--- src/pme_regs.svh ---
`ifndef PME_REGS_SVH
`define PME_REGS_SVH
// Register byte offsets
`define PME_OFF_PORTA_OUT   12'h000
`define PME_OFF_PORTA_DIR   12'h004
`define PME_OFF_PORTB_OUT   12'h008
`define PME_OFF_PORTB_DIR   12'h00C
`define PME_OFF_PORTC_OUT   12'h010
`define PME_OFF_PORTC_DIR   12'h014
`define PME_OFF_PORTC_ALT   12'h018
`define PME_OFF_PORTD_OUT   12'h01C
`define PME_OFF_PORTD_DIR   12'h020
`define PME_OFF_PORTF_OUT   12'h024
`define PME_OFF_PORTF_DIR   12'h028
`define PME_OFF_CONFIG      12'h02C
`define PME_OFF_PINS_AB     12'h030
`define PME_OFF_PINS_CDF    12'h034
`define PME_OFF_ANALOG      12'h038
`define PME_OFF_XCYCLE      12'h03C
`define PME_OFF_XSTATUS     12'h040
`define PME_OFF_PC          12'h044
`define PME_OFF_ROMDATA     12'h048
// Config field positions
`define PME_CFG_EXP_LSB     0
`define PME_CFG_MEM_LSB     4
`define PME_CFG_STANDBY_BIT 8
`define PME_CFG_ROMLESS_BIT 9
// Expansion cycle command fields
`define PME_XC_ADDR_LSB     0
`define PME_XC_DATA_LSB     16
`define PME_XC_WRITE_BIT    24
`define PME_XC_IO_BIT       25
`define PME_XC_FETCH_BIT    26
// Internal RAM window base (high byte)
`define PME_RAM_HI          8'hFF
// Cycle phase lengths in clocks
`define PME_ALE_CYC         4'h2
`define PME_HOLD_CYC        4'h1
`define PME_STB_CYC         4'h3
// AXI responses
`define PME_RESP_OKAY       2'h0
`define PME_RESP_SLVERR     2'h2
`endif

--- src/pme_pkg.sv ---
`default_nettype none
package pme_pkg;
    // Expansion mode encoding
    typedef enum logic [2:0] {
        PME_EXP_NONE = 3'h0,
        PME_EXP_256 = 3'h1,
        PME_EXP_4K = 3'h2,
        PME_EXP_16K = 3'h3,
        PME_EXP_60K = 3'h4
    } pme_exp_t;
    // Bus cycle states
    typedef enum logic [2:0] {
        PME_IDLE = 3'h0,
        PME_ADDR = 3'h1,
        PME_HOLD = 3'h2,
        PME_STROBE = 3'h3,
        PME_DONE = 3'h4
    } pme_state_t;
    // One three-state port as outputs and enables
    typedef struct packed {
        logic [7:0] out;
        logic [7:0] oe;
    } pme_port_t;
    // Piggyback socket signals
    typedef struct packed {
        logic [13:0] addr;
        logic ce;
    } pme_rom_t;
endpackage : pme_pkg
`default_nettype wire

--- src/pme_top.sv ---
`include "pme_regs.svh"
`default_nettype none
module pme_top (
    // Clock and reset
    input wire logic aclk,
    input wire logic aresetn,
    // AXI4-Lite slave
    input wire logic [11:0] s_axi_awaddr,
    input wire logic s_axi_awvalid,
    output logic s_axi_awready,
    input wire logic [31:0] s_axi_wdata,
    input wire logic [3:0] s_axi_wstrb,
    input wire logic s_axi_wvalid,
    output logic s_axi_wready,
    output logic [1:0] s_axi_bresp,
    output logic s_axi_bvalid,
    input wire logic s_axi_bready,
    input wire logic [11:0] s_axi_araddr,
    input wire logic s_axi_arvalid,
    output logic s_axi_arready,
    output logic [31:0] s_axi_rdata,
    output logic [1:0] s_axi_rresp,
    output logic s_axi_rvalid,
    input wire logic s_axi_rready,
    // General ports
    input wire logic [7:0] first_port_lines_in,
    output pme_pkg::pme_port_t first_port_lines,
    input wire logic [7:0] second_port_lines_in,
    output pme_pkg::pme_port_t second_port_lines,
    input wire logic [7:0] third_port_lines_in,
    output pme_pkg::pme_port_t third_port_lines,
    input wire logic [7:0] third_port_alt_out,
    input wire logic [7:0] third_port_alt_oe,
    input wire logic [7:0] muxbus_port_lines_in,
    output pme_pkg::pme_port_t muxbus_port_lines,
    input wire logic [7:0] high_address_port_lines_in,
    output pme_pkg::pme_port_t high_address_port_lines,
    // Bus strobes
    output logic addr_latch_strobe,
    output logic read_strobe_n,
    output logic write_strobe_n,
    output logic strobe_oe,
    // Memory-size select pins
    input wire logic memsize_select_lo_in,
    output logic memsize_select_lo_out,
    output logic memsize_select_lo_oe,
    input wire logic memsize_select_hi_in,
    output logic memsize_select_hi_out,
    output logic memsize_select_hi_oe,
    // Upper analog lines as digital inputs
    input wire logic [3:0] upper_analog_lines,
    // Piggyback socket
    output pme_pkg::pme_rom_t rom_socket,
    input wire logic [7:0] rom_socket_data
);
    // Software state
    logic [7:0] lat_a, dir_a, lat_b, dir_b, lat_c, dir_c, alt_c, lat_d, lat_f, dir_f;
    logic dir_d;
    logic [2:0] exp_mode;
    logic [1:0] mem_size;
    logic standby;
    logic romless;
    logic [13:0] prog_ctr;
    logic [3:0] an_prev;
    logic [3:0] an_fall;
    logic [1:0] memsel;
    logic memsel_taken;
    logic [26:0] xcmd;
    logic [7:0] xrdata;
    logic xfault;
    pme_pkg::pme_state_t state;
    pme_pkg::pme_state_t next_state;
    logic [3:0] phase_cnt;
    // AXI write channel holding
    logic aw_held, w_held;
    logic [11:0] aw_addr;
    logic [31:0] w_data;
    logic [3:0] w_strb;

    // Byte merge used by every writable register except dir_d and the analog edge clear
    function automatic logic [31:0] pme_merge(input logic [31:0] old, input logic [31:0] nw,
                                              input logic [3:0] be);
        logic [31:0] r;
        r = old;
        for (int i = 0; i < 4; i++) begin
            if (be[i]) begin
                r[i*8 +: 8] = nw[i*8 +: 8];
            end
        end
        return r;
    endfunction : pme_merge

    // Address-bit mask of the high port per mode
    function automatic logic [7:0] pme_hmask(input logic [2:0] m);
        case (m)
            pme_pkg::PME_EXP_4K: return 8'h0F;
            pme_pkg::PME_EXP_16K: return 8'h3F;
            pme_pkg::PME_EXP_60K: return 8'hFF;
            default: return 8'h00;
        endcase
    endfunction : pme_hmask

    // Write decode
    wire wr_go = aw_held && w_held && !s_axi_bvalid;
    wire [31:0] wm = pme_merge(32'h0000_0000, w_data, w_strb);
    wire wr_a = wr_go && aw_addr == `PME_OFF_PORTA_OUT;
    wire wr_ad = wr_go && aw_addr == `PME_OFF_PORTA_DIR;
    wire wr_b = wr_go && aw_addr == `PME_OFF_PORTB_OUT;
    wire wr_bd = wr_go && aw_addr == `PME_OFF_PORTB_DIR;
    wire wr_c = wr_go && aw_addr == `PME_OFF_PORTC_OUT;
    wire wr_cd = wr_go && aw_addr == `PME_OFF_PORTC_DIR;
    wire wr_ca = wr_go && aw_addr == `PME_OFF_PORTC_ALT;
    wire wr_d = wr_go && aw_addr == `PME_OFF_PORTD_OUT;
    wire wr_dd = wr_go && aw_addr == `PME_OFF_PORTD_DIR;
    wire wr_f = wr_go && aw_addr == `PME_OFF_PORTF_OUT;
    wire wr_fd = wr_go && aw_addr == `PME_OFF_PORTF_DIR;
    wire wr_cfg = wr_go && aw_addr == `PME_OFF_CONFIG;
    wire wr_an = wr_go && aw_addr == `PME_OFF_ANALOG;
    wire wr_xc = wr_go && aw_addr == `PME_OFF_XCYCLE;
    wire wr_pc = wr_go && aw_addr == `PME_OFF_PC;
    wire wr_ok = wr_a | wr_ad | wr_b | wr_bd | wr_c | wr_cd | wr_ca | wr_d | wr_dd | wr_f | wr_fd
               | wr_cfg | wr_an | wr_xc | wr_pc;
    wire bus_busy = state != pme_pkg::PME_IDLE;
    wire [31:0] cfg_word = {22'h0, romless, standby, 2'h0, mem_size, 1'h0, exp_mode};
    wire [31:0] cfg_new = pme_merge(cfg_word, w_data, w_strb);
    // Expansion cycle start; internal RAM never goes to the external bus
    wire xc_ram = wm[`PME_XC_ADDR_LSB + 8 +: 8] == `PME_RAM_HI;
    wire xc_start = wr_xc && !bus_busy && exp_mode != pme_pkg::PME_EXP_NONE && !xc_ram;
    wire xc_reject = wr_xc && !xc_start;

    // Read decode
    logic [31:0] rd_mux;
    wire rd_hit = s_axi_araddr <= `PME_OFF_ROMDATA;
    always_comb begin
        case (s_axi_araddr)
            `PME_OFF_PORTA_OUT: rd_mux = {24'h0, lat_a};
            `PME_OFF_PORTA_DIR: rd_mux = {24'h0, dir_a};
            `PME_OFF_PORTB_OUT: rd_mux = {24'h0, lat_b};
            `PME_OFF_PORTB_DIR: rd_mux = {24'h0, dir_b};
            `PME_OFF_PORTC_OUT: rd_mux = {24'h0, lat_c};
            `PME_OFF_PORTC_DIR: rd_mux = {24'h0, dir_c};
            `PME_OFF_PORTC_ALT: rd_mux = {24'h0, alt_c};
            `PME_OFF_PORTD_OUT: rd_mux = {24'h0, lat_d};
            `PME_OFF_PORTD_DIR: rd_mux = {31'h0, dir_d};
            `PME_OFF_PORTF_OUT: rd_mux = {24'h0, lat_f};
            `PME_OFF_PORTF_DIR: rd_mux = {24'h0, dir_f};
            `PME_OFF_CONFIG: rd_mux = cfg_word;
            `PME_OFF_PINS_AB: rd_mux = {16'h0, second_port_lines_in, first_port_lines_in};
            `PME_OFF_PINS_CDF: rd_mux = {8'h0, high_address_port_lines_in, muxbus_port_lines_in,
                                         third_port_lines_in};
            `PME_OFF_ANALOG: rd_mux = {24'h0, an_fall, upper_analog_lines};
            `PME_OFF_XCYCLE: rd_mux = {5'h0, xcmd};
            `PME_OFF_XSTATUS: rd_mux = {20'h0, memsel, memsel_taken, xfault, xrdata};
            `PME_OFF_PC: rd_mux = {18'h0, prog_ctr};
            `PME_OFF_ROMDATA: rd_mux = {24'h0, rom_socket_data};
            default: rd_mux = 32'h0000_0000;
        endcase
    end

    // AXI write address/data capture, either order
    always_ff @(posedge aclk) begin
        if (!aresetn) begin
            aw_held <= 1'b0;
            w_held <= 1'b0;
            aw_addr <= 12'h000;
            w_data <= 32'h0000_0000;
            w_strb <= 4'h0;
            s_axi_bvalid <= 1'b0;
            s_axi_bresp <= `PME_RESP_OKAY;
        end else begin
            if (s_axi_awvalid && s_axi_awready) begin
                aw_held <= 1'b1;
                aw_addr <= {s_axi_awaddr[11:2], 2'b00};
            end
            if (s_axi_wvalid && s_axi_wready) begin
                w_held <= 1'b1;
                w_data <= s_axi_wdata;
                w_strb <= s_axi_wstrb;
            end
            if (wr_go) begin
                aw_held <= 1'b0;
                w_held <= 1'b0;
                s_axi_bvalid <= 1'b1;
                s_axi_bresp <= (wr_ok && !xc_reject) ? `PME_RESP_OKAY : `PME_RESP_SLVERR;
            end else if (s_axi_bvalid && s_axi_bready) begin
                s_axi_bvalid <= 1'b0;
            end
        end
    end
    assign s_axi_awready = !aw_held && aresetn;
    assign s_axi_wready = !w_held && aresetn;

    // AXI read channel, one cycle answer
    always_ff @(posedge aclk) begin
        if (!aresetn) begin
            s_axi_rvalid <= 1'b0;
            s_axi_rdata <= 32'h0000_0000;
            s_axi_rresp <= `PME_RESP_OKAY;
        end else if (s_axi_arvalid && s_axi_arready) begin
            s_axi_rvalid <= 1'b1;
            s_axi_rdata <= rd_mux;
            s_axi_rresp <= rd_hit ? `PME_RESP_OKAY : `PME_RESP_SLVERR;
        end else if (s_axi_rready) begin
            s_axi_rvalid <= 1'b0;
        end
    end
    assign s_axi_arready = !s_axi_rvalid && aresetn;

    // Port latches and directions; reset makes every line an input
    always_ff @(posedge aclk) begin
        if (!aresetn) begin
            {lat_a, dir_a, lat_b, dir_b, lat_c, dir_c, alt_c} <= 56'h0;
            {lat_d, lat_f, dir_f} <= 24'h0;
            dir_d <= 1'b0;
        end else begin
            if (wr_a) lat_a <= pme_merge({24'h0, lat_a}, w_data, w_strb)[7:0];
            if (wr_ad) dir_a <= pme_merge({24'h0, dir_a}, w_data, w_strb)[7:0];
            if (wr_b) lat_b <= pme_merge({24'h0, lat_b}, w_data, w_strb)[7:0];
            if (wr_bd) dir_b <= pme_merge({24'h0, dir_b}, w_data, w_strb)[7:0];
            if (wr_c) lat_c <= pme_merge({24'h0, lat_c}, w_data, w_strb)[7:0];
            if (wr_cd) dir_c <= pme_merge({24'h0, dir_c}, w_data, w_strb)[7:0];
            if (wr_ca) alt_c <= pme_merge({24'h0, alt_c}, w_data, w_strb)[7:0];
            if (wr_d) lat_d <= pme_merge({24'h0, lat_d}, w_data, w_strb)[7:0];
            if (wr_dd && w_strb[0]) dir_d <= w_data[0];
            if (wr_f) lat_f <= pme_merge({24'h0, lat_f}, w_data, w_strb)[7:0];
            if (wr_fd) dir_f <= pme_merge({24'h0, dir_f}, w_data, w_strb)[7:0];
        end
    end

    // Configuration, program counter, socket enable; size ignored when mask-ROM
    always_ff @(posedge aclk) begin
        if (!aresetn) begin
            exp_mode <= 3'h0;
            mem_size <= 2'h0;
            standby <= 1'b0;
            romless <= 1'b0;
            prog_ctr <= 14'h0000;
        end else begin
            if (wr_cfg && !bus_busy) begin
                exp_mode <= (cfg_new[`PME_CFG_EXP_LSB +: 3] > 3'h4) ? 3'h0 : cfg_new[`PME_CFG_EXP_LSB +: 3];
                if (romless) mem_size <= (cfg_new[`PME_CFG_MEM_LSB +: 2] == 2'h3) ? 2'h2
                                         : cfg_new[`PME_CFG_MEM_LSB +: 2];
                standby <= cfg_new[`PME_CFG_STANDBY_BIT];
                romless <= cfg_new[`PME_CFG_ROMLESS_BIT];
            end
            if (wr_pc) prog_ctr <= pme_merge({18'h0, prog_ctr}, w_data, w_strb)[13:0];
        end
    end

    // Socket outputs registered
    always_ff @(posedge aclk) begin
        if (!aresetn) begin
            rom_socket <= '{addr: 14'h0000, ce: 1'b0};
        end else begin
            rom_socket.addr <= prog_ctr;
            rom_socket.ce <= standby;
        end
    end

    // Falling edge capture; a new edge wins over a clear
    always_ff @(posedge aclk) begin
        if (!aresetn) begin
            an_prev <= 4'h0;
            an_fall <= 4'h0;
        end else begin
            an_prev <= upper_analog_lines;
            an_fall <= (an_fall & ~(wr_an && w_strb[0] ? w_data[7:4] : 4'h0))
                       | (an_prev & ~upper_analog_lines);
        end
    end

    // Size pins caught one edge after release, then reused as outputs
    always_ff @(posedge aclk) begin
        if (!aresetn) begin
            memsel_taken <= 1'b0;
            memsel <= 2'h0;
        end else if (!memsel_taken) begin
            memsel_taken <= 1'b1;
            memsel <= {memsize_select_hi_in, memsize_select_lo_in};
        end
    end

    // Bus cycle sequencer: address + latch, hold, strobe, done
    always_comb begin
        next_state = state;
        case (state)
            pme_pkg::PME_IDLE: if (xc_start) next_state = pme_pkg::PME_ADDR;
            pme_pkg::PME_ADDR: if (phase_cnt == 4'h1) next_state = pme_pkg::PME_HOLD;
            pme_pkg::PME_HOLD: if (phase_cnt == 4'h1) next_state = pme_pkg::PME_STROBE;
            pme_pkg::PME_STROBE: if (phase_cnt == 4'h1) next_state = pme_pkg::PME_DONE;
            pme_pkg::PME_DONE: next_state = pme_pkg::PME_IDLE;
            default: next_state = pme_pkg::PME_IDLE;
        endcase
    end
    always_ff @(posedge aclk) begin
        if (!aresetn) begin
            state <= pme_pkg::PME_IDLE;
            phase_cnt <= 4'h0;
            xcmd <= 27'h0;
            xrdata <= 8'h00;
            xfault <= 1'b0;
        end else begin
            state <= next_state;
            if (xc_start) begin
                xcmd <= wm[26:0];
                phase_cnt <= `PME_ALE_CYC;
            end else if (next_state != state) begin
                phase_cnt <= (next_state == pme_pkg::PME_HOLD) ? `PME_HOLD_CYC : `PME_STB_CYC;
            end else if (phase_cnt != 4'h0) begin
                phase_cnt <= phase_cnt - 4'h1;
            end
            if (state == pme_pkg::PME_STROBE && phase_cnt == 4'h1 && !xcmd[`PME_XC_WRITE_BIT])
                xrdata <= muxbus_port_lines_in;
            xfault <= xc_reject ? 1'b1 : (wr_xc ? 1'b0 : xfault);
        end
    end

    // Pin drive: ports as I/O or bus, strobes, size pins
    wire in_ext = exp_mode != pme_pkg::PME_EXP_NONE;
    wire [7:0] hmask = pme_hmask(exp_mode);
    wire st_addr = state == pme_pkg::PME_ADDR;
    wire st_strobe = state == pme_pkg::PME_STROBE;
    wire st_cyc = bus_busy;
    wire is_wr = xcmd[`PME_XC_WRITE_BIT];
    always_ff @(posedge aclk) begin
        if (!aresetn) begin
            first_port_lines <= '0;
            second_port_lines <= '0;
            third_port_lines <= '0;
            muxbus_port_lines <= '0;
            high_address_port_lines <= '0;
            addr_latch_strobe <= 1'b0;
            read_strobe_n <= 1'b1;
            write_strobe_n <= 1'b1;
            strobe_oe <= 1'b0;
            memsize_select_lo_out <= 1'b1;
            memsize_select_hi_out <= 1'b1;
            memsize_select_lo_oe <= 1'b0;
            memsize_select_hi_oe <= 1'b0;
        end else begin
            first_port_lines <= '{out: lat_a, oe: dir_a};
            second_port_lines <= '{out: lat_b, oe: dir_b};
            third_port_lines <= '{out: (alt_c & third_port_alt_out) | (~alt_c & lat_c),
                                  oe: (alt_c & third_port_alt_oe) | (~alt_c & dir_c)};
            if (in_ext) begin
                // Address only in the latch phase, data only in the hold and strobe phases of a write
                muxbus_port_lines.out <= st_addr ? xcmd[7:0] : xcmd[`PME_XC_DATA_LSB +: 8];
                muxbus_port_lines.oe <= {8{st_addr || ((st_strobe || state == pme_pkg::PME_HOLD) && is_wr)}};
            end else begin
                muxbus_port_lines <= '{out: lat_d, oe: {8{dir_d}}};
            end
            high_address_port_lines.out <= (hmask & xcmd[15:8]) | (~hmask & lat_f);
            high_address_port_lines.oe <= hmask | dir_f;
            addr_latch_strobe <= st_addr;
            read_strobe_n <= !(st_strobe && !is_wr);
            write_strobe_n <= !(st_strobe && is_wr);
            strobe_oe <= in_ext;
            memsize_select_lo_out <= !(st_cyc && xcmd[`PME_XC_IO_BIT]);
            memsize_select_hi_out <= !(st_cyc && xcmd[`PME_XC_FETCH_BIT]);
            memsize_select_lo_oe <= memsel_taken;
            memsize_select_hi_oe <= memsel_taken;
        end
    end
endmodule : pme_top
`default_nettype wire

--- config.mk ---
export PLATFORM = sky130hd
export DESIGN_NAME = pme_top
export DESIGN_NICKNAME = d
export VERILOG_FILES = /design/src/pme_pkg.sv /design/src/pme_top.sv
export VERILOG_INCLUDE_DIRS = /design/src
export SDC_FILE = /design/constraint.sdc
export NUM_CORES = 1
export LEC_CHECK = 0
export BUFFER_PORTS_ARGS = -buffer_cell sky130_fd_sc_hd__buf_4
export CORE_MARGIN = 2
export CORE_UTILIZATION = 40
export DETAILED_ROUTE_END_ITERATION = 10
export PLACE_DENSITY = 0.6
export SLEW_MARGIN = 10
export SYNTH_ARGS = -nofsm -noshare
export SYNTH_HDL_FRONTEND = slang
export SYNTH_SLANG_ARGS = --single-unit
--- constraint.sdc ---
create_clock -name aclk -period 3.33 [get_ports aclk]
set_input_delay 0.333 -clock aclk [delete_from_list [all_inputs] [get_ports aclk]]
set_output_delay 0.333 -clock aclk [all_outputs]
set_load 0.01 [all_outputs]
==> results.ini <==
[run_status]
run_status = completed

[setup_path]
crit_path_end_kind = flip-flop
cpLargestDelayFamily = simple AND/OR/NAND/NOR gates
cp_num_buf_inv = 0
startpoint_type = flip-flop
crit_slowest_cell = or4_4
cp_max_fo = 8
critPathKind = flip-flop to flip-flop
crit_path_cell_trace = or4_4 > or3_1 > nor3_4 > nand3_4 > mux2i_1
cp.arrival_ps = 2820
max_stage_delay_ps = 540
crit_required_ps = 3680

[clocking]
htreeDepth = 2
clkTransAtPathRegs_ps = 60
ctsResizeCount = 0
cts_root_buf = clkbuf_16
ctsHoldBuffers = 11
clock_sinks = 325
cts_setup_buffers = 0
tritoncts = done
cts_buffers = 35
insertion_delay_ps = 530
clockBufferDepth = 3

[synthesis]
synth_top_family_by_area = simple AND/OR/NAND/NOR gates
synth.cell_area_um2 = 13220
synthAdderAreaFrac = 0.002839
ys_warn_count = 0
synthXorXnorAreaFrac = 0.002650
muxShareOfSynthArea = 0.09870
ys.flop_type = dfxtp_1
synth_area_per_cell_um2 = 9.031
netlist_instances = 1464
synthArstFlopShare = 0
yosys.area_share.simple = 0.2043
synth-seq-cells = 325
ys_types = 73
synth_edf_count = 0
seq_area_frac_synth = 0.4921
synth-compound-area-share = 0.1455

[timing]
fin_crit_sh = 0.7398
setup_viol = 0
finalHoldViolCount = 0
clock_skew_ps = 20.36
rsz0062_at_grt = false
drv_slew = 0
worst_pin_slew_ps = 1050
maxSlewHeadroom = 0.2955
finalSetupTns_ps = 0
layout_min_cycle_time_ps = 2464
timing.fmax_ghz = 0.4059

[run]
drv_cap = 0

[power_and_ir_drop]
power_leakage_nw = 7.071
peakVddDrop_mv = 0.3713
p_per_area_nw_per_um2 = 521.6

[drt]
wl_mm = 47.24
antenna_left = 0
first_iter_violations = 953
vias = 11705
via_per_inst = 5.432
wl_per_cell_um = 21.92
dr.pass1.iters = 7
remaining_drc_errors = 0

[global_routing]
global_route.peak_usage_layer = met2
grt_max_degree = 164
grt_pass1_wl_mm = 69.55
grt_pass1_vias = 11165
grt_use_met2 = 0.4219
grt-ovfl-total = 0
grt_use_total = 0.2707
grt_use_met3 = 0.03659
antenna_found_initial = 0
grtUsageMet1 = 0.3848

[placement]
io_buffers = 266
dp_hpwl_mm = 34.41
placed_cell_area_um2 = 15500
gp_congestion = 0.8957

[floorplan]
die_h_um = 185.8
io_pins = 281
initial_core_util = 0.4064
dieArea_um2 = 34520
fp-row-count = 66
core_area_um2 = 32540
die_w_um = 185.8

[layout]
final_nets = 1830
stdcell_area_um2 = 16810
antennaDiodeCount = 0
syn2layout_area_growth_pct = 27.17
final_common_cell = dfxtp_1
final_cell_mix = 325 x dfxtp_1, 292 x buf_4, 194 x nand2_1
layout-drive-gt1-share = 0.2423

[min_path]
min_path_type = input pin to flip-flop

layer usage:
layer | routed length [um] | vias to the layer above
li1 | - | 5567
met1 | 21290 | 5573
met2 | 21080 | 482
met3 | 3384 | 83
met4 | 1480 | 0
met5 | 0 | -
worst reg2reg max path, stage by stage (launching register included):
cell and delay (ps):
dfxtp_1 310, or4_4 540, or3_1 470, nor3_4 440, nand3_4 340, mux2i_1 210
cell type report:
type	count	area (um^2)
repair buffers	305	2342
well taps	442	553.0
clock buffers	47	1022
inverters	47	176.4
multi-input cells	976	6031
fillers	3187	15720
clock inverters	13	182.7
flip-flops and latches	325	6506
stage by stage:
stage	util	setup slack [ps]	hold slack (ps)	power, W	instances
2_1_floorplan	-	1193	360.7	0.004475	1470
3_3_place_gp	0.4764	736.7	438.8	0.004743	2084
3_5_place_dp	0.4764	681.1	443.8	0.004761	2084
4_1_cts	0.5168	868.8	0.8236	0.008821	2155
5_1_grt	0.5168	703.0	4.957	0.009031	2155
6_report	0.5168	866.5	9.827	0.008770	2155
cells in the mapped netlist, types with 7 or more instances:
master / n / area [um^2]
a31o_2: 33 / 289.0
nand3b_1: 8 / 60.06
inv_1: 47 / 176.4
a221oi_1: 10 / 87.58
or3_1: 8 / 50.05
nor3_1: 18 / 90.09
o21ai_1: 29 / 145.1
clkbuf_1: 87 / 326.6
mux2_2: 7 / 78.83
a31oi_1: 8 / 50.05
a22o_1: 9 / 78.83
o21ai_0: 59 / 295.3
nor2b_1: 19 / 118.9
a211oi_1: 9 / 67.56
a21oi_1: 39 / 195.2
and2_1: 32 / 200.2
o31ai_1: 8 / 60.06
and3_1: 8 / 50.05
buf_2: 8 / 40.04
buf_4: 17 / 127.6
mux2i_1: 118 / 1181
nand3_1: 47 / 235.2
buf_1: 10 / 37.54
dfxtp_1: 325 / 6506
nand2_1: 194 / 728.2
nor2_1: 151 / 566.8
nand4_1: 14 / 87.58
a31o_1: 10 / 87.58
a22oi_1: 25 / 187.7
state kept, by name (all words and copies together), names as in the netlist, 9 cells and up:
name                     flops
high_address_port_lines     16
w_data                      27
third_port_lines            16
s_axi_rdata                 27
first_port_lines            16
prog_ctr                    14
second_port_lines           16
rom_socket                  15
xcmd                        27
aw_addr                     10
muxbus_port_lines            9
power breakdown:
part           switching [W]  leakage (nW)  total [W]  internal [W]
combinational       0.000385          3.85   0.000662      0.000277
clock                0.00161         0.596    0.00408       0.00247
sequential         0.0000699          2.63    0.00403       0.00396
total                0.00207          7.07    0.00877       0.00670
cells by family after synthesis:
kind of cell / after synthesis
multiplexers: 127
other: 1
AO/OA/AOI/OAI: 283
AND/OR/NAND/NOR: 552
XOR/XNOR: 4
flip-flops: 325
buffers and inverters: 169
adder cells (fa/ha/maj): 3
final timing paths:
kind / end / slack (ps) / start / cells after the start
hold / removal: w_data[20] / 10 / s_axi_wdata[20] / 3
hold reg to reg: s_axi_rdata[19] / 450 / s_axi_rdata[19] / 2
setup / recovery: dir_b[5] / 870 / aw_addr[7] / 5
setup reg to reg: dir_b[5] / 870 / aw_addr[7] / 5
(Power assumes the default switching activity.)
